<file path="src/verilog/aop_defs.svh">
`ifndef AOP_DEFS_SVH
`define AOP_DEFS_SVH

// ------------------------------------------------------------
// clock and serial clock timing
// ------------------------------------------------------------
`define AOP_CLK_PERIOD_NS   20
`define AOP_SCLK_MIN_NS_0   25
`define AOP_SCLK_MIN_NS_1   50
`define AOP_SCLK_MIN_NS_2   100
`define AOP_SCLK_MIN_NS_3   200
// least periods round up to whole clock cycles
`define AOP_SCLK_CYC_0 ((`AOP_SCLK_MIN_NS_0 + `AOP_CLK_PERIOD_NS - 1) / `AOP_CLK_PERIOD_NS)
`define AOP_SCLK_CYC_1 ((`AOP_SCLK_MIN_NS_1 + `AOP_CLK_PERIOD_NS - 1) / `AOP_CLK_PERIOD_NS)
`define AOP_SCLK_CYC_2 ((`AOP_SCLK_MIN_NS_2 + `AOP_CLK_PERIOD_NS - 1) / `AOP_CLK_PERIOD_NS)
`define AOP_SCLK_CYC_3 ((`AOP_SCLK_MIN_NS_3 + `AOP_CLK_PERIOD_NS - 1) / `AOP_CLK_PERIOD_NS)

// ------------------------------------------------------------
// data bus pin positions
// ------------------------------------------------------------
`define AOP_D_RES0_BIT      0
`define AOP_D_RES1_BIT      1
`define AOP_D_DIV_LSB       2
`define AOP_D_DIV_MSB       3
`define AOP_D_CLKSRC_BIT    4
`define AOP_D_RDTIME_BIT    7
`define AOP_D_SERIAL_RESULT_OUT_BIT     8
`define AOP_LOW_BYTE_MSB    7
`define AOP_HIGH_BYTE_LSB   8

// ------------------------------------------------------------
// reset values
// ------------------------------------------------------------
`define AOP_RST_WORD        16'h0000
`define AOP_RST_OE          16'h0000
`define AOP_RST_BITS        5'h00
`define AOP_RST_CNT         4'h0

`endif

</file>
<file path="src/verilog/aop_pkg.sv">
`default_nettype none

package aop_pkg;

   // ------------------------------------------------------------
   // serial shifter states
   // ------------------------------------------------------------
   typedef enum logic [1:0] {
      AOP_SER_IDLE  = 2'b01,
      AOP_SER_SHIFT = 2'b10
   } aop_ser_state_e;

   typedef logic [1:0] aop_div_code_t;
   typedef logic [3:0] aop_div_cnt_t;

endpackage

`default_nettype wire

</file>
<file path="src/verilog/aop_fifo.sv">
`timescale 1ns/1ps
`default_nettype none

module aop_fifo #(
   parameter int WIDTH = 16,
   parameter int DEPTH = 4
) (
   input  wire logic             clk_in,
   input  wire logic             rst_in,
   input  wire logic             in_valid_in,
   output var  logic             in_ready_out,
   input  wire logic [WIDTH-1:0] in_data_in,
   output var  logic             out_valid_out,
   input  wire logic             out_ready_in,
   output var  logic [WIDTH-1:0] out_data_out
);

   localparam int PW = (DEPTH > 1) ? $clog2(DEPTH) : 1;
   localparam int CW = $clog2(DEPTH + 1);

   logic [WIDTH-1:0] mem [DEPTH];
   logic [PW-1:0]    wr_ptr;
   logic [PW-1:0]    rd_ptr;
   logic [CW-1:0]    count;
   logic [CW-1:0]    next_count;
   logic             push;
   logic             pop;

   // ------------------------------------------------------------
   // handshakes
   // ------------------------------------------------------------
   always_comb begin
      push = in_valid_in & in_ready_out;
      pop  = out_valid_out & out_ready_in;
      next_count = count;
      if (push & ~pop) begin
         next_count = count + CW'(1);
      end else if (pop & ~push) begin
         next_count = count - CW'(1);
      end
   end

   assign out_valid_out = (count != '0);
   assign out_data_out  = mem[rd_ptr];

   // ------------------------------------------------------------
   // storage and pointers
   // ------------------------------------------------------------
   always_ff @(posedge clk_in) begin
      if (push) begin
         mem[wr_ptr] <= in_data_in;
      end
   end

   always_ff @(posedge clk_in) begin
      if (rst_in) begin
         wr_ptr <= '0;
         rd_ptr <= '0;
      end else begin
         if (push) begin
            wr_ptr <= (wr_ptr == PW'(DEPTH - 1)) ? '0 : wr_ptr + PW'(1);
         end
         if (pop) begin
            rd_ptr <= (rd_ptr == PW'(DEPTH - 1)) ? '0 : rd_ptr + PW'(1);
         end
      end
   end

   // ready is registered so it never depends on the consumer combinationally
   always_ff @(posedge clk_in) begin
      if (rst_in) begin
         count        <= '0;
         in_ready_out <= 1'b0;
      end else begin
         count        <= next_count;
         in_ready_out <= (next_count != CW'(DEPTH));
      end
   end

endmodule

`default_nettype wire

</file>
<file path="src/verilog/aop_port.sv">
// Function
// - byte order select low puts the low result byte on lines 7..0 and the high byte on 15..8, high swaps them.
// - coding select high gives straight binary, low inverts the msb to give twos complement.
// - port type select low enables the parallel bus, high enables the serial port on a subset of the bus pins.
// - lines 0 and 1 carry result bits 0 and 1 in parallel mode and float in serial mode.
// - in parallel mode lines 2 and 3 carry result bits 2 and 3.
// - in serial master read-after-convert mode lines 2 and 3 are a divider code input that slows the serial clock.
// - in every other serial mode lines 2 and 3 float.
// - divider codes 0 to 3 select least serial clock periods of 25, 50, 100 and 200 ns.
// - clock source select low drives the internal serial clock out, high follows an external serial clock.
// - with the internal clock, read timing select high shifts during conversion, low only after conversion.
// - the serial result leaves msb first from an internal shift register.
`timescale 1ns/1ps
`default_nettype none
`include "aop_defs.svh"

module aop_port #(
   parameter int WIDTH = 16,
   parameter int DEPTH = 4
) (
   input  wire logic             CLK_IN,
   input  wire logic             SYS_RST_IN,
   input  wire logic             BYTE_ORDER_SELECT_IN,
   input  wire logic             OUTPUT_CODING_SELECT_IN,
   input  wire logic             PORT_TYPE_SELECT_IN,
   input  wire logic [WIDTH-1:0] RESULT_IN,
   input  wire logic             RESULT_VALID_IN,
   output var  logic             RESULT_READY_OUT,
   input  wire logic             CONVERTING_IN,
   input  wire logic [15:0]      D_IN,
   output var  logic [15:0]      D_OUT,
   output var  logic [15:0]      D_OE_OUT,
   input  wire logic             SCLK_IN,
   output var  logic             SCLK_OUT,
   output var  logic             SCLK_OE_OUT,
   output var  logic             SERIAL_BUSY_OUT
);

   // ------------------------------------------------------------
   // helpers
   // ------------------------------------------------------------
   function automatic logic [15:0] code_word(input logic [15:0] raw,
                                             input logic        straight);
      logic [15:0] w;
      w = raw;
      w[15] = straight ? raw[15] : ~raw[15];
      return w;
   endfunction

   function automatic aop_pkg::aop_div_cnt_t div_cycles(input aop_pkg::aop_div_code_t code);
      aop_pkg::aop_div_cnt_t c;
      case (code)
         2'h0: c = 4'(`AOP_SCLK_CYC_0);
         2'h1: c = 4'(`AOP_SCLK_CYC_1);
         2'h2: c = 4'(`AOP_SCLK_CYC_2);
         2'h3: c = 4'(`AOP_SCLK_CYC_3);
         default: c = 4'(`AOP_SCLK_CYC_0);
      endcase
      return c;
   endfunction

   // ------------------------------------------------------------
   // declarations
   // ------------------------------------------------------------
   logic                   fifo_valid;
   logic                   fifo_ready;
   logic [WIDTH-1:0]       fifo_data;
   logic                   fifo_in_ready;
   aop_pkg::aop_ser_state_e state;
   aop_pkg::aop_ser_state_e next_state;
   logic [15:0]            raw_word;
   logic [15:0]            shift_reg;
   logic [15:0]            next_shift;
   logic [4:0]             bits_left;
   aop_pkg::aop_div_cnt_t  div_cnt;
   aop_pkg::aop_div_cnt_t  period;
   aop_pkg::aop_div_cnt_t  half;
   aop_pkg::aop_div_code_t div_code;
   logic                   sclk_prev;
   logic                   serial_mode;
   logic                   ext_clk;
   logic                   rd_during;
   logic                   master_rac;
   logic                   start_ok;
   logic                   pop;
   logic                   ext_rise;
   logic                   shift_tick;
   logic [15:0]            par_word;

   // ------------------------------------------------------------
   // result buffer
   // ------------------------------------------------------------
   aop_fifo #(
      .WIDTH (WIDTH),
      .DEPTH (DEPTH)
   ) i_aop_fifo (
      .clk_in        (CLK_IN),
      .rst_in        (SYS_RST_IN),
      .in_valid_in   (RESULT_VALID_IN),
      .in_ready_out  (fifo_in_ready),
      .in_data_in    (RESULT_IN),
      .out_valid_out (fifo_valid),
      .out_ready_in  (fifo_ready),
      .out_data_out  (fifo_data)
   );

   assign RESULT_READY_OUT = fifo_in_ready;

   // ------------------------------------------------------------
   // mode decode
   // ------------------------------------------------------------
   always_comb begin
      serial_mode = PORT_TYPE_SELECT_IN;
      ext_clk     = D_IN[`AOP_D_CLKSRC_BIT];
      rd_during   = D_IN[`AOP_D_RDTIME_BIT];
      master_rac  = serial_mode & ~ext_clk & ~rd_during;
      // the divider code is only decoded in master read-after-convert, other modes count with code 0
      div_code    = master_rac ? D_IN[`AOP_D_DIV_MSB:`AOP_D_DIV_LSB] : 2'h0;
      period      = div_cycles(div_code);
      half        = period >> 1;
      if (ext_clk) begin
         start_ok = 1'b1;
      end else begin
         start_ok = rd_during ? CONVERTING_IN : ~CONVERTING_IN;
      end
      if (serial_mode) begin
         fifo_ready = (state == aop_pkg::AOP_SER_IDLE) & start_ok;
      end else begin
         fifo_ready = 1'b1;
      end
      pop        = fifo_valid & fifo_ready;
      ext_rise   = SCLK_IN & ~sclk_prev;
      if (state != aop_pkg::AOP_SER_SHIFT) begin
         shift_tick = 1'b0;
      end else if (ext_clk) begin
         shift_tick = ext_rise;
      end else begin
         shift_tick = (div_cnt == period - 4'h1);
      end
   end

   // ------------------------------------------------------------
   // serial sequencing
   // ------------------------------------------------------------
   always_comb begin
      next_state = state;
      case (state)
         aop_pkg::AOP_SER_IDLE: begin
            if (serial_mode & pop) begin
               next_state = aop_pkg::AOP_SER_SHIFT;
            end
         end
         aop_pkg::AOP_SER_SHIFT: begin
            if (~serial_mode) begin
               next_state = aop_pkg::AOP_SER_IDLE;
            end else if (shift_tick & (bits_left == 5'h01)) begin
               next_state = aop_pkg::AOP_SER_IDLE;
            end
         end
         default: next_state = aop_pkg::AOP_SER_IDLE;
      endcase
   end

   always_ff @(posedge CLK_IN) begin
      if (SYS_RST_IN) begin
         state <= aop_pkg::AOP_SER_IDLE;
      end else begin
         state <= next_state;
      end
   end

   // ------------------------------------------------------------
   // shift register
   // ------------------------------------------------------------
   always_comb begin
      next_shift = shift_reg;
      if (serial_mode & pop) begin
         next_shift = code_word(fifo_data, OUTPUT_CODING_SELECT_IN);
      end else if (shift_tick) begin
         next_shift = {shift_reg[14:0], 1'b0};
      end
   end

   always_ff @(posedge CLK_IN) begin
      if (SYS_RST_IN) begin
         shift_reg <= `AOP_RST_WORD;
      end else begin
         shift_reg <= next_shift;
      end
   end

   always_ff @(posedge CLK_IN) begin
      if (SYS_RST_IN) begin
         bits_left <= `AOP_RST_BITS;
      end else if (serial_mode & pop) begin
         bits_left <= 5'h10;
      end else if (shift_tick) begin
         bits_left <= bits_left - 5'h01;
      end
   end

   // ------------------------------------------------------------
   // internal serial clock
   // ------------------------------------------------------------
   // data changes at load or with the falling edge, so it is stable at each rising edge
   always_ff @(posedge CLK_IN) begin
      if (SYS_RST_IN) begin
         div_cnt <= `AOP_RST_CNT;
      end else if ((state == aop_pkg::AOP_SER_SHIFT) & ~ext_clk) begin
         div_cnt <= (div_cnt == period - 4'h1) ? 4'h0 : div_cnt + 4'h1;
      end else begin
         div_cnt <= `AOP_RST_CNT;
      end
   end

   always_ff @(posedge CLK_IN) begin
      if (SYS_RST_IN) begin
         SCLK_OUT <= 1'b0;
      end else if ((next_state == aop_pkg::AOP_SER_SHIFT) & ~ext_clk & (state == aop_pkg::AOP_SER_SHIFT)) begin
         if (div_cnt == half - 4'h1) begin
            SCLK_OUT <= 1'b1;
         end else if (div_cnt == period - 4'h1) begin
            SCLK_OUT <= 1'b0;
         end
      end else begin
         SCLK_OUT <= 1'b0;
      end
   end

   always_ff @(posedge CLK_IN) begin
      if (SYS_RST_IN) begin
         SCLK_OE_OUT <= 1'b0;
      end else begin
         SCLK_OE_OUT <= serial_mode & ~ext_clk;
      end
   end

   always_ff @(posedge CLK_IN) begin
      if (SYS_RST_IN) begin
         sclk_prev <= 1'b0;
      end else begin
         sclk_prev <= SCLK_IN;
      end
   end

   always_ff @(posedge CLK_IN) begin
      if (SYS_RST_IN) begin
         SERIAL_BUSY_OUT <= 1'b0;
      end else begin
         SERIAL_BUSY_OUT <= (next_state == aop_pkg::AOP_SER_SHIFT);
      end
   end

   // ------------------------------------------------------------
   // parallel word
   // ------------------------------------------------------------
   // selects are applied live, so they must not move mid-read
   always_ff @(posedge CLK_IN) begin
      if (SYS_RST_IN) begin
         raw_word <= `AOP_RST_WORD;
      end else if (~serial_mode & pop) begin
         raw_word <= fifo_data;
      end
   end

   always_comb begin
      par_word = code_word(raw_word, OUTPUT_CODING_SELECT_IN);
      if (BYTE_ORDER_SELECT_IN) begin
         par_word = {par_word[`AOP_LOW_BYTE_MSB:0], par_word[15:`AOP_HIGH_BYTE_LSB]};
      end
   end

   // ------------------------------------------------------------
   // data bus pins
   // ------------------------------------------------------------
   always_ff @(posedge CLK_IN) begin
      if (SYS_RST_IN) begin
         D_OUT    <= `AOP_RST_WORD;
         D_OE_OUT <= `AOP_RST_OE;
      end else if (~serial_mode) begin
         D_OUT    <= par_word;
         D_OE_OUT <= 16'hffff;
      end else begin
         D_OUT                    <= `AOP_RST_WORD;
         D_OUT[`AOP_D_SERIAL_RESULT_OUT_BIT]  <= next_shift[15];
         // lines 0..3 float: result bits 0,1 off, 2,3 are inputs or idle
         D_OE_OUT                 <= `AOP_RST_OE;
         D_OE_OUT[`AOP_D_SERIAL_RESULT_OUT_BIT] <= 1'b1;
      end
   end

endmodule

`default_nettype wire

</file>
<file path="config.mk">
export PLATFORM = sky130hd
export DESIGN_NAME = aop_port
export DESIGN_NICKNAME = d
export VERILOG_FILES = /design/src/verilog/aop_pkg.sv /design/src/verilog/aop_fifo.sv /design/src/verilog/aop_port.sv
export VERILOG_INCLUDE_DIRS = /design/src /design/src/verilog
export SDC_FILE = /design/constraint.sdc
export NUM_CORES = 1
export LEC_CHECK = 0
export BUFFER_PORTS_ARGS = -buffer_cell sky130_fd_sc_hd__buf_2
export CAP_MARGIN = 10
export CORE_ASPECT_RATIO = 1.25
export CORE_MARGIN = 5
export CORE_UTILIZATION = 28
export CTS_CLUSTER_SIZE = 8
export DETAILED_ROUTE_END_ITERATION = 16
export HOLD_SLACK_MARGIN = 0.08
export PLACE_DENSITY = 0.49
export SLEW_MARGIN = 20
export SYNTH_ARGS = -nofsm -noshare
export SYNTH_HDL_FRONTEND = slang
export SYNTH_SLANG_ARGS = --single-unit
export TNS_END_PERCENT = 100
</file>
<file path="constraint.sdc">
create_clock -name CLK_IN -period 3.7 [get_ports CLK_IN]
set_input_delay 1.11 -clock CLK_IN [delete_from_list [all_inputs] [get_ports CLK_IN]]
set_output_delay 1.11 -clock CLK_IN [all_outputs]
set_load 0.02 [all_outputs]
</file>
Word level (Yosys, flattened, before mapping):

Memory sizes are Yosys's and may differ from the RTL's. A register that Yosys moved wholly into a read port is not among the register bits.
Cells that the tools add are included.

* register bits after elaboration: 87
* memory bits (writable): 64
* output and inout bits: 36
* word-level logic and storage cells: 103
* memories: 1

Memory list
* i_aop_fifo.mem: depth 4, bits a word 16, rd ports 1, clocked after memory_dff 1, wr ports 1, RTL line aop_fifo.sv:21 `logic [WIDTH-1:0] mem [DEPTH];`

* $add $sub $neg: 8
* eq/ne operators: 13
* muxes and demuxes: 30
* bitwise logic cells: 25
* reductions and logical operators: 8

Operators with widths (number)
* two-way mux 16 bit: 4
* two-way mux 2 bit: 8
* case mux 4 bit (4 select lines): 1
* AND 1 bit: 14
* equality test 2 bit (second input constant): 6
* two-way mux 1 bit: 11
* inverter 1 bit: 11
* two-way mux 5 bit: 2
* two-way mux 9 bit: 1
* equality test 4 bit: 2
* two-way mux 3 bit: 2
* OR reduction 2 bit: 3
* equality test 5 x 1 -> 1 bit (second input constant): 1
* subtractor 5 x 1 -> 5 bit (second input constant): 1
* adder 2 x 1 -> 2 bit (second input constant): 2
* adder 4 x 1 -> 4 bit (second input constant): 1
* equality test 2 x 1 -> 1 bit (second input constant): 2
* case mux 2 bit (2 select lines): 1
* nonzero test 2 bit: 2
* subtractor 3 x 1 -> 4 bit (second input constant): 1
* subtractor 4 x 1 -> 4 bit (second input constant): 1
* adder 3 x 1 -> 3 bit (second input constant): 1
* inequality test 3 bit (second input constant): 1
* nonzero test 3 bit: 1
* 4 further kinds: 4

Longest topological paths before layout:

Gate-level depths: netlist (run 1).

* depth in word-level cells: 19
* gate-level depth with buffers: 12
* gate-level depth less buffers: 9

Modules after synthesis:

Synthesis (run 1) repeated with hierarchy kept, for this count alone.

* cells, all modules: 470
* area total of the unflattened synthesis: 5763.0 µm²

By module, submodules not included
* aop_port: instances 1, cells each 329, area each 2912.8 µm², sequential area each 1301.2 µm²
* aop_fifo: instances 1, cells each 141, area each 2850.2 µm², sequential area each 2122.0 µm²

Worst setup path before layout (run 1):

OpenSTA, ideal clock, no wires.

* path type: input to register
* start: input D_IN[4]
* end: register shift_reg[10]
* setup time: 0.132 ns
* arrival: 3.061 ns
* path slack: 0.507 ns
* cell stages on the path: 11
* path buffers: 3
* cells stage by stage: buf_6 and4bb_1 ha_1 xor2_1 o211a_1 o311a_1 buf_6 nand2_8 buf_6 mux2i_1 a21oi_1

* cells in the longest elaborated chain, start to end: 11
* elaborated cells on any way between the ends: 20

RTL lines
* start: declaration: RTL line aop_port.sv:30 `input wire logic [15:0] D_IN,`
* inverter 1 bit: RTL line aop_port.sv:116 `master_rac = serial_mode & ~ext_clk & ~rd_during;`
* AND 1 bit (2 in series): RTL line aop_port.sv:116
* two-way mux 2 bit: RTL line aop_port.sv:118 `` div_code = master_rac ? D_IN[`AOP_D_DIV_MSB:`AOP_D_DIV_LSB] : 2'h0; ``
* equality test 2 bit (tied with other cells): RTL line aop_port.sv:52 `case (code)`
* case mux 4 bit (4 select lines): RTL line aop_port.sv:52
* subtractor 4 x 1 -> 4 bit: RTL line aop_port.sv:138 `shift_tick = (div_cnt == period - 4'h1);`
* equality test 4 bit: RTL line aop_port.sv:138
* two-way mux 1 bit: RTL line aop_port.sv:135 `end else if (ext_clk) begin`
* two-way mux 1 bit: RTL line aop_port.sv:133 `if (state != aop_pkg::AOP_SER_SHIFT) begin`
* nonzero test 2 bit (no line)
* end signal: assignment: RTL line aop_port.sv:186 `` shift_reg <= `AOP_RST_WORD; ``
* end signal: assignment: RTL line aop_port.sv:188 `shift_reg <= next_shift;`
* end: declaration: RTL line aop_port.sv:72 `logic [15:0] shift_reg;`

Several ways; a longest one is shown, not always the timed one.
A chain may end at the register's enable or synchronous reset.

Final worst setup path (run 1):

* start: input D_IN[4]
* end: register shift_reg[13]

Same word-level chain as after synthesis.

==> results of run 1 <==
## synth_stat cells, types with 2 or more instances
cell      instances  area (µm²)
buf_4            14         105
mux2i_1          31         310
nor3_1            6        30.0
a21oi_1          40         200
o21ai_0          18        90.1
ha_1             15         188
xor2_1            6        52.6
nor2_1           32         120
inv_1            17        63.8
edfxtp_1         64        1920
nor4b_1           2        17.5
dfxtp_1          75        1500
buf_2             2        10.0
nand3_1           9        45.0
mux4_2           16         360
buf_6             3        33.8
o211ai_1          2        15.0
xnor2_1           9        78.8
and3_1            8        50.1
and2_1            2        12.5
nand2_1          46         173
clkbuf_1         16        60.1
nor3b_1           2        15.0
nand2b_1          3        18.8
## worst max-delay path: stages
cell and delay (ns):
buf_2 0.15, and4bb_1 0.37, ha_1 0.27, xor2_1 0.18, nor4b_1 0.36, o311a_1 0.41, nand2_8 0.10, buf_12 0.18
mux2i_1 0.14, a21oi_1 0.08
## worst paths after layout
| check | end | start |
|---|---|---|
| worst max-delay path | shift_reg[13] | D_IN[4] |
| worst min-delay path | raw_word[15] | raw_word[15] |
| worst min register to register | raw_word[15] | raw_word[15] |
| worst max register to register | D_OUT[8] | register |
## through the flow
| stage | area, µm² | total power [mW] |
|---|---|---|
| 2_1_floorplan | 5690 | 2.76 |
| 3_5_place_dp | 6190 | 3.06 |
| 4_1_cts | 6770 | 4.72 |
| 3_3_place_gp | 6190 | 3.03 |
| 6_report | 6770 | 4.64 |
| 5_1_grt | 6770 | 4.93 |
## power groups by stage
stage	Sequential, mW	Clock, mW	Combinational, mW
2_1_floorplan	1.99	0	0.768
5_1_grt	2.02	1.76	1.15
4_1_cts	1.99	1.69	1.04
3_3_place_gp	2.01	0	1.02
3_5_place_dp	2.02	0	1.03
6_report	1.98	1.64	1.02
## cell type report
class	count	area [µm²]	share of cell area, %
Tap cell	270	338	4.99
Multi-Input combinational cell	270	2000	29.6
Antenna cell	1	2.50	0.0370
Clock inverter	15	149	2.20
Clock buffer	17	425	6.28
Sequential cell	139	3420	50.6
Inverter	17	63.8	0.942
Timing Repair Buffer	68	365	5.40
## layout by cell type (no fill, tap or decap), types with 2 or more instances in the layout
cell / synthesis / layout
ha_1: 15 / 15
xor2_1: 6 / 6
nor3_1: 6 / 6
inv_1: 17 / 17
dfxtp_1: 75 / 75
o21ai_0: 18 / 18
a21oi_1: 40 / 40
mux2i_1: 31 / 31
buf_4: 14 / 4
nor4b_1: 2 / 2
o211ai_1: 2 / 2
clkbuf_16: 0 / 17
nand2b_1: 3 / 3
edfxtp_1: 64 / 64
buf_2: 2 / 63
and3_1: 8 / 8
nand2_1: 46 / 46
inv_6: 0 / 7
nand3_1: 9 / 9
nor3b_1: 2 / 2
and2_1: 2 / 2
clkinvlp_4: 0 / 2
xnor2_1: 9 / 9
mux4_2: 16 / 16
inv_8: 0 / 3
nor2_1: 32 / 32
## cells by family after synthesis
family	share of synthesized area [%]
XOR/XNOR	2.31
AND/OR/NAND/NOR	9.93
buffers and inverters	4.79
adder cells (fa/ha/maj)	3.47
multiplexers	11.8
flip-flops	60.1
AO/OA/AOI/OAI	7.60
## per-layer routing
layer,routed length (µm),track usage (%)
met5,13,0
met4,129,3.99
met3,618,3.41
met2,5820,17.7
met1,4620,11.2
==> impl_results.md, run 1 <==
* Cells on worst reg2reg path at 5
* CTS tree: yes
* Status: complete, no violations
* Final hold slack at 0.467 ns
* Die Y at 169 µm
* Rows at 58
* Worst Hold Class: reg2reg
* Clock Skew at 0.0119 ns
* Gate power share at 22.0%
* RePlAce Congestion at 0.734
* CP Launch Type: input port
* Largest net degree at the start of global routing at 32
* Power Density at 685 nW/µm²
* Main synth FF type: dfxtp_1
* Starting Density at 28.3%
* Period utilization at 83.4%
* Number of flip-flops under the largest register name at 64
* Vias in the first global route at 3,634
* Worst skew pair latency at 0.42 ns
* Hold Vio Cnt, Final at 0
* Setup Buffers After CTS at 0
* GRT overflow at 0
* Antenna-violating nets left at 0
* Hold depth at 2
* Syn_area_per_cell at 12.4 µm²
* Hold buffers post-CTS at 0
* Port bufs at 63
* Detail Placement HPWL at 8060 µm
* Core area at 20,100 µm²
* Remaining DRCs at 0
* Max VDD drop at 0.000329 V
* Routed WL at 11,200 µm
* Number of synthesized flops with an enable pin at 64
* Clk slew on worst S/H paths at 0.06 ns
* Post-Syn Instances at 461
* Die Wd at 138 µm
* Internal at 3.22 mW
* Place WS at 0.176 ns
* Initial antenna violation count at 2
* Max Root-Sink Buffers at 2
* Syn_nets at 516
* Boundary pin count at 76
* Die area at 23,300 µm²
* RSZ-0062 raised after global routing: false
* Worst setup EP type: register
* Switching Power at 1.42 mW
* Power share of the sequential group at 42.7%
* Netlist cell types at 47
* DR vias at 3,544
* Vias per cell at 4.45
* H-tree level count at 4
* Net Sw Frac at 30.6%
* Global-route wire length before repair at 18,200 µm
* Worst-margin pin slew at 0.931 ns
* Pleak at 2.66 nW
* #FFs+latches synth at 139
* Critical Path RT at 3.99 ns
* CTS Buf Count at 17
* GRT Util Overall at 10.1%
* Fin nets at 568
* Max-slew violation count at 0
* Critical Path AT at 3.37 ns
* Relative max-transition margin at 37.9%
* Clk sinks at 139
* Register area share after synthesis at 60.1%
* Reg with most FFs: i_aop_fifo.mem
* Final setup viols at 0
* Top fanout value on the critical path at 15
* PnR worst setup slack at 0.616 ns
* Drt pass-1 iters at 5
* CTS-repair resized insts at 0
* # fillers at 2,011
* Final Non-Filler Cells at 797
* Final min period at 3.08 ns
* Crit path kind: in2reg
* Max-cap violations at 0
* Setup TNS at 0 ns
* Async SR Flop Fraction at 0%
* Placed Cells incl. Taps at 764
* Max Fclk at 324 MHz
* Synthesis-to-finish area growth at 18.9%
* Initial DRC Count at 167
* WL/cell at 14.1 µm
* Yosys warns at 0
* CTS root buffer: clkbuf_16
* Clock network power share at 35.3%
* Layout cells sized above 1 at 22.6%
* Post-layout util at 33.7%
* Post-synthesis cell area at 5690 µm²
* R2R Setup Slk at 1.60 ns
Power figures use the tool's default switching activity.
==> inputs of run 2 (changes only) <==
Clock period 3.7 ns to 2.9 ns, I/O delays scaled along.
==> impl_results.md, run 2 (same netlist as run 1, synthesis figures left out) <==
* Status: complete, no violations
* Power Density at 863 nW/µm² (+26%)
* Reg with most FFs: i_aop_fifo.mem
* Global-route wire length before repair at 18,400 µm (+1.1%)
* Antenna cell count at 0 (-1)
* Die Y at 169 µm (unchanged)
* DP Area at 6330 µm² (+2.2%)
* Drt pass-1 iters at 4 (-1)
* Vias in the first global route at 3,737 (+2.8%)
* Most frequent cells in the layout: dfxtp_1 (75), edfxtp_1 (64), buf_2 (63)
* Power share of the sequential group at 42.0% (-0.7 points)
* CTS Buf Count at 17 (unchanged)
* Worst setup EP type: register
* H-tree level count at 4 (unchanged)
* Port bufs at 63 (unchanged)
* Synthesis-to-finish area growth at 21.3%
* Initial DRC Count at 143 (-14%)
* Worst skew pair latency at 0.42 ns (about the same)
* Crit path kind: in2reg
* Die Wd at 138 µm (unchanged)
* Clk slew on worst S/H paths at 0.06 ns (about the same)
* Largest net degree at the start of global routing at 32 (unchanged)
* Routed WL at 11,500 µm (+2.5%)
* Setup TNS at 0 ns (unchanged)
* Layout cells sized above 1 at 25.4% (+2.7 points)
* Fin nets at 586 (+3.2%)
* Core area at 20,100 µm² (unchanged)
* Clock network power share at 35.2% (about the same)
* Clk sinks at 139 (unchanged)
* Max VDD drop at 0.000441 V (+34%)
* GRT Util Overall at 10.4% (+0.24 points)
* Critical-path cell list: buf_2, nand4bb_1, inv_1, ha_1, xor2_1, o211a_1, o311a_1, buf_4, and4b_1, a311oi_2, o2bb2ai_1
* Boundary pin count at 76 (unchanged)
* Buf/Inv on CP at 3 (+1)
* Top fanout value on the critical path at 5 (-10)
* Antenna-violating nets left at 0 (unchanged)
* Die area at 23,300 µm² (unchanged)
* Relative max-transition margin at 64.0% (+26 points)
* Final setup viols at 0 (unchanged)
* Max Root-Sink Buffers at 2 (unchanged)
* CTS-repair resized insts at 0 (unchanged)
* Switching Power at 1.82 mW (+29%)
* CP Launch Type: input port
* Most common cell after layout, fill and taps aside: dfxtp_1
* Max-slew violation count at 0 (unchanged)
* Gate power share at 22.8% (+0.8 points)
* Final Non-Filler Cells at 814 (+2.1%)
* Period utilization at 89.9%
* Final instance area at 6910 µm² (+2.0%)
* Internal at 4.14 mW (+28%)
* Worst Hold Class: reg2reg
* CTS root buffer: clkbuf_16
* DR vias at 3,602 (+1.6%)
* Placed Cells incl. Taps at 782 (+2.4%)
* Pleak at 2.75 nW (+3.4%)
* CP peak stage delay at 0.35 ns (-0.06 ns)
* Starting Density at 28.3% (unchanged)
* Crit path max-delay family: compound AO/OA/AOI/OAI gates
* Max-cap violations at 0 (unchanged)
* Number of flip-flops under the largest register name at 64 (unchanged)
* RSZ-0062 raised after global routing: false
* Slowest stage cell, crit path: o311a_1
* Worst-margin pin slew at 0.539 ns (-0.392 ns)
* Rows at 58 (unchanged)
* Critical Path AT at 2.94 ns (-0.43 ns)
* Initial antenna violation count at 2 (unchanged)
* Hold Vio Cnt, Final at 0 (unchanged)
* WL/cell at 14.1 µm (+0.40%)
* Setup Buffers After CTS at 0 (unchanged)
* Net Sw Frac at 30.6% (+0.038 points)
* Max Fclk at 384 MHz
* CTS tree: yes
* GRT overflow at 0 (unchanged)
* Vias per cell at 4.43 (-0.49%)
* Final min period at 2.61 ns
* Critical Path RT at 3.23 ns (-0.76 ns)
* Hold buffers post-CTS at 0 (unchanged)
* Clock Skew at 0.00556 ns (-0.00634 ns)
* Remaining DRCs at 0 (unchanged)
* Detail Placement HPWL at 8120 µm (+0.70%)
* RePlAce Congestion at 0.710 (-3.4%)
==> run 2: tightest hold or removal path, cell delays in order, from the launching register on <==
cell     delay, ns
dfxtp_1       0.32
nand2_1       0.05
a21oi_1       0.05
==> run 2: layer usage <==
| metal | global-route usage [%] | wire length, µm | part of all wire (%) |
|---|---|---|---|
| met4 | 4.82 | 235 | 2.0 |
| met5 | 0 | 21 | 0.18 |
| met1 | 11.4 | 4800 | 42 |
| met2 | 18.1 | 5790 | 50 |
| met3 | 3.23 | 637 | 5.5 |
==> run 2: worst paths after layout <==
kind | startpoint | end | slack (ns) | cells past startpoint
min reg2reg | raw_word[13] | raw_word[13] | 0.47 | 2
max reg2reg | state[1] | i_aop_fifo.in_ready_out | 0.90 | 7
min | raw_word[13] | raw_word[13] | 0.47 | 2
max | D_IN[7] | D_OUT[8] | 0.29 | 11
==> run 2: power by group through the flow <==
stage	combinational [mW]	clock, mW	sequential [mW]
final	1.36	2.10	2.50
after global routing	1.54	2.25	2.53
after CTS	1.39	2.15	2.51
after detailed placement	1.39	0	2.55
after global placement	1.36	0	2.53
after floorplan	0.981	0	2.54
==> run 2: through the flow <==
step	hold slack, ns	util [%]	power [mW]	worst slack, ns
2_1_floorplan	0.447	-	3.53	-0.0469
3_3_place_gp	0.457	31.5	3.90	-0.120
3_5_place_dp	0.462	31.5	3.93	-0.143
4_1_cts	0.470	34.4	6.05	0.295
5_1_grt	0.491	34.4	6.32	0.0645
6_report	0.469	34.4	5.96	0.293
==> run 2: final cells by class <==
class                   instances  area [µm²]
flip-flops and latches        139        3420
inverters                      17        63.8
fillers                      2013       13200
clock buffers                  17         425
multi-input cells             270        2000
well taps                     270         338
repair buffers                 86         500
clock inverters                15         154
==> inputs of run 3 (changes only) <==
Settings changed: REMOVE_ABC_BUFFERS from default to 1.
==> impl_results.md, run 3 (same netlist as run 1, synthesis figures left out) <==
* GRT overflow at 0 (unchanged)
* Detail Placement HPWL at 8510 µm (+4.8%)
* Antenna-violating nets left at 0 (unchanged)
* Largest net degree at the start of global routing at 23 (-28%)
* GRT Util Overall at 10.8% (+0.44 points)
* PnR worst setup slack at 0.294 ns (+0.000493 ns)
* Crit path kind: in2reg
* Drt pass-1 iters at 4 (unchanged)
* Critical-path cell list: buf_2, and4bb_1, ha_1, xor2_1, o211a_1, o311a_1, buf_4, and4b_1, a311oi_2, o2bb2ai_1
* Final hold slack at 0.465 ns (-0.00393 ns)
* Final setup viols at 0 (unchanged)
* Worst-margin pin slew at 0.567 ns (+0.0284 ns)
* CTS Buf Count at 17 (unchanged)
* DR vias at 3,609 (+0.19%)
* Max Root-Sink Buffers at 2 (unchanged)
* Setup Buffers After CTS at 0 (unchanged)
* Place WS at -0.136 ns (+0.00694 ns)
* Worst skew pair latency at 0.42 ns (about the same)
* Critical Path RT at 3.22 ns (about the same)
* Remaining DRCs at 0 (unchanged)
* Die Y at 169 µm (unchanged)
* Max VDD drop at 0.000427 V (-3.2%)
* CP Launch Type: input port
* Max Fclk at 384 MHz (about the same)
* Final min period at 2.61 ns (-0.000493 ns)
* Reg with most FFs: i_aop_fifo.mem
* Max-slew violation count at 0 (unchanged)
* Hold Vio Cnt, Final at 0 (unchanged)
* # fillers at 2,063 (+2.5%)
* Worst setup EP type: register
* Total power at 5.87 mW (-1.6%)
* Vias in the first global route at 3,890 (+4.1%)
* Starting Density at 28.3% (unchanged)
* Fin nets at 589 (+0.51%)
* WL/cell at 14.3 µm (+1.4%)
* Top fanout value on the critical path at 5 (unchanged)
* Antenna cell count at 0 (unchanged)
* Most common cell after layout, fill and taps aside: dfxtp_1
* Most frequent cells in the layout: dfxtp_1 (75), edfxtp_1 (64), buf_2 (63)
* Vias per cell at 4.42 (-0.17%)
* Rows at 58 (unchanged)
* Routed WL at 11,700 µm (+1.8%)
* Status: complete, no violations
* Clk slew on worst S/H paths at 0.06 ns (about the same)
* Layout cells sized above 1 at 25.2% (-0.14 points)
* Core area at 20,100 µm² (unchanged)
* Initial antenna violation count at 0 (-2)
* Max-cap violations at 0 (unchanged)
* Hold buffers post-CTS at 0 (unchanged)
* Relative max-transition margin at 62.1% (-1.9 points)
* Post-layout util at 34.4% (+0.050 points)
* RSZ-0062 raised after global routing: false
* Critical Path AT at 2.93 ns (about the same)
* Die Wd at 138 µm (unchanged)
* Power Density at 848 nW/µm² (-1.7%)
* Number of flip-flops under the largest register name at 64 (unchanged)
* H-tree level count at 4 (unchanged)
* Worst Hold Class: reg2reg
* Clock Skew at 0.00685 ns (+0.00129 ns)
* Clk sinks at 139 (unchanged)
* Boundary pin count at 76 (unchanged)
* Period utilization at 89.9% (about the same)
* CP peak stage delay at 0.32 ns (-0.03 ns)
* Port bufs at 63 (unchanged)
* RePlAce Congestion at 0.725 (+2.2%)
* CTS root buffer: clkbuf_16
* Slowest stage cell, crit path: o311a_1
* Synthesis-to-finish area growth at 21.5%
* CTS-repair resized insts at 0 (unchanged)
* CTS tree: yes
* Global-route wire length before repair at 19,300 µm (+4.8%)
* Initial DRC Count at 204 (+43%)
* Pleak at 2.75 nW (about the same)
* Die area at 23,300 µm² (unchanged)
==> run 3: cell count changes in the layout (fill, tap and decap cells not counted), sizes merged <==
cell	previous run	this run
clkinvlp	2	3
inv	25	19
clkinv	4	6
buf	86	89
clkbuf	17	20
==> run 3: final timing paths <==
check                           slack [ns]   startpoint                      end  depth (start not counted)
worst min-delay path                  0.47  raw_word[7]              raw_word[7]                          2
worst max register to register        0.83     state[1]  i_aop_fifo.in_ready_out                          7
worst max-delay path                  0.29      D_IN[7]                 D_OUT[8]                         10
worst min register to register        0.47  raw_word[7]              raw_word[7]                          2
==> run 3: final cells by class <==
type	count	area [µm²]	share of cell area (%)
inverters	17	63.8	0.922
multi-input cells	270	2000	29.0
clock buffers	20	437	6.31
clock inverters	12	118	1.70
flip-flops and latches	139	3420	49.5
well taps	270	338	4.88
repair buffers	89	536	7.74
==> run 3: per-layer routing <==
layer  GRT usage, %  up-vias  share of wire [%]
met5              0        -                  0
met4           4.12        0                1.9
met3           3.94       13                4.1
met2           19.0       48                 53
met1           11.8     1755                 41
li1               -     1793                  -
==> run 3: worst max-delay path: cells and delay by family <==
family          cells  cell delay, ns
compound gates      4            0.87
simple gates        2            0.49
buf+inv             2            0.28
fa+ha+maj           1            0.25
xor+xnor            1            0.17
==> run 3: power by group <==
| group | total [mW] | internal, mW | switching, mW |
|---|---|---|---|
| Combinational | 1.35 | 0.574 | 0.779 |
| Sequential | 2.51 | 2.35 | 0.159 |
| Clock | 2.00 | 1.19 | 0.818 |
==> run 3: stage by stage <==
stage | std cells | TNS (ns) | cell area, µm²
floorplan | 426 | -2.62 | 5490
global placement | 785 | -1.35 | 6360
detailed placement | 785 | -1.49 | 6360
CTS | 817 | 0 | 6920
global route | 817 | 0 | 6920
finish | 817 | 0 | 6920
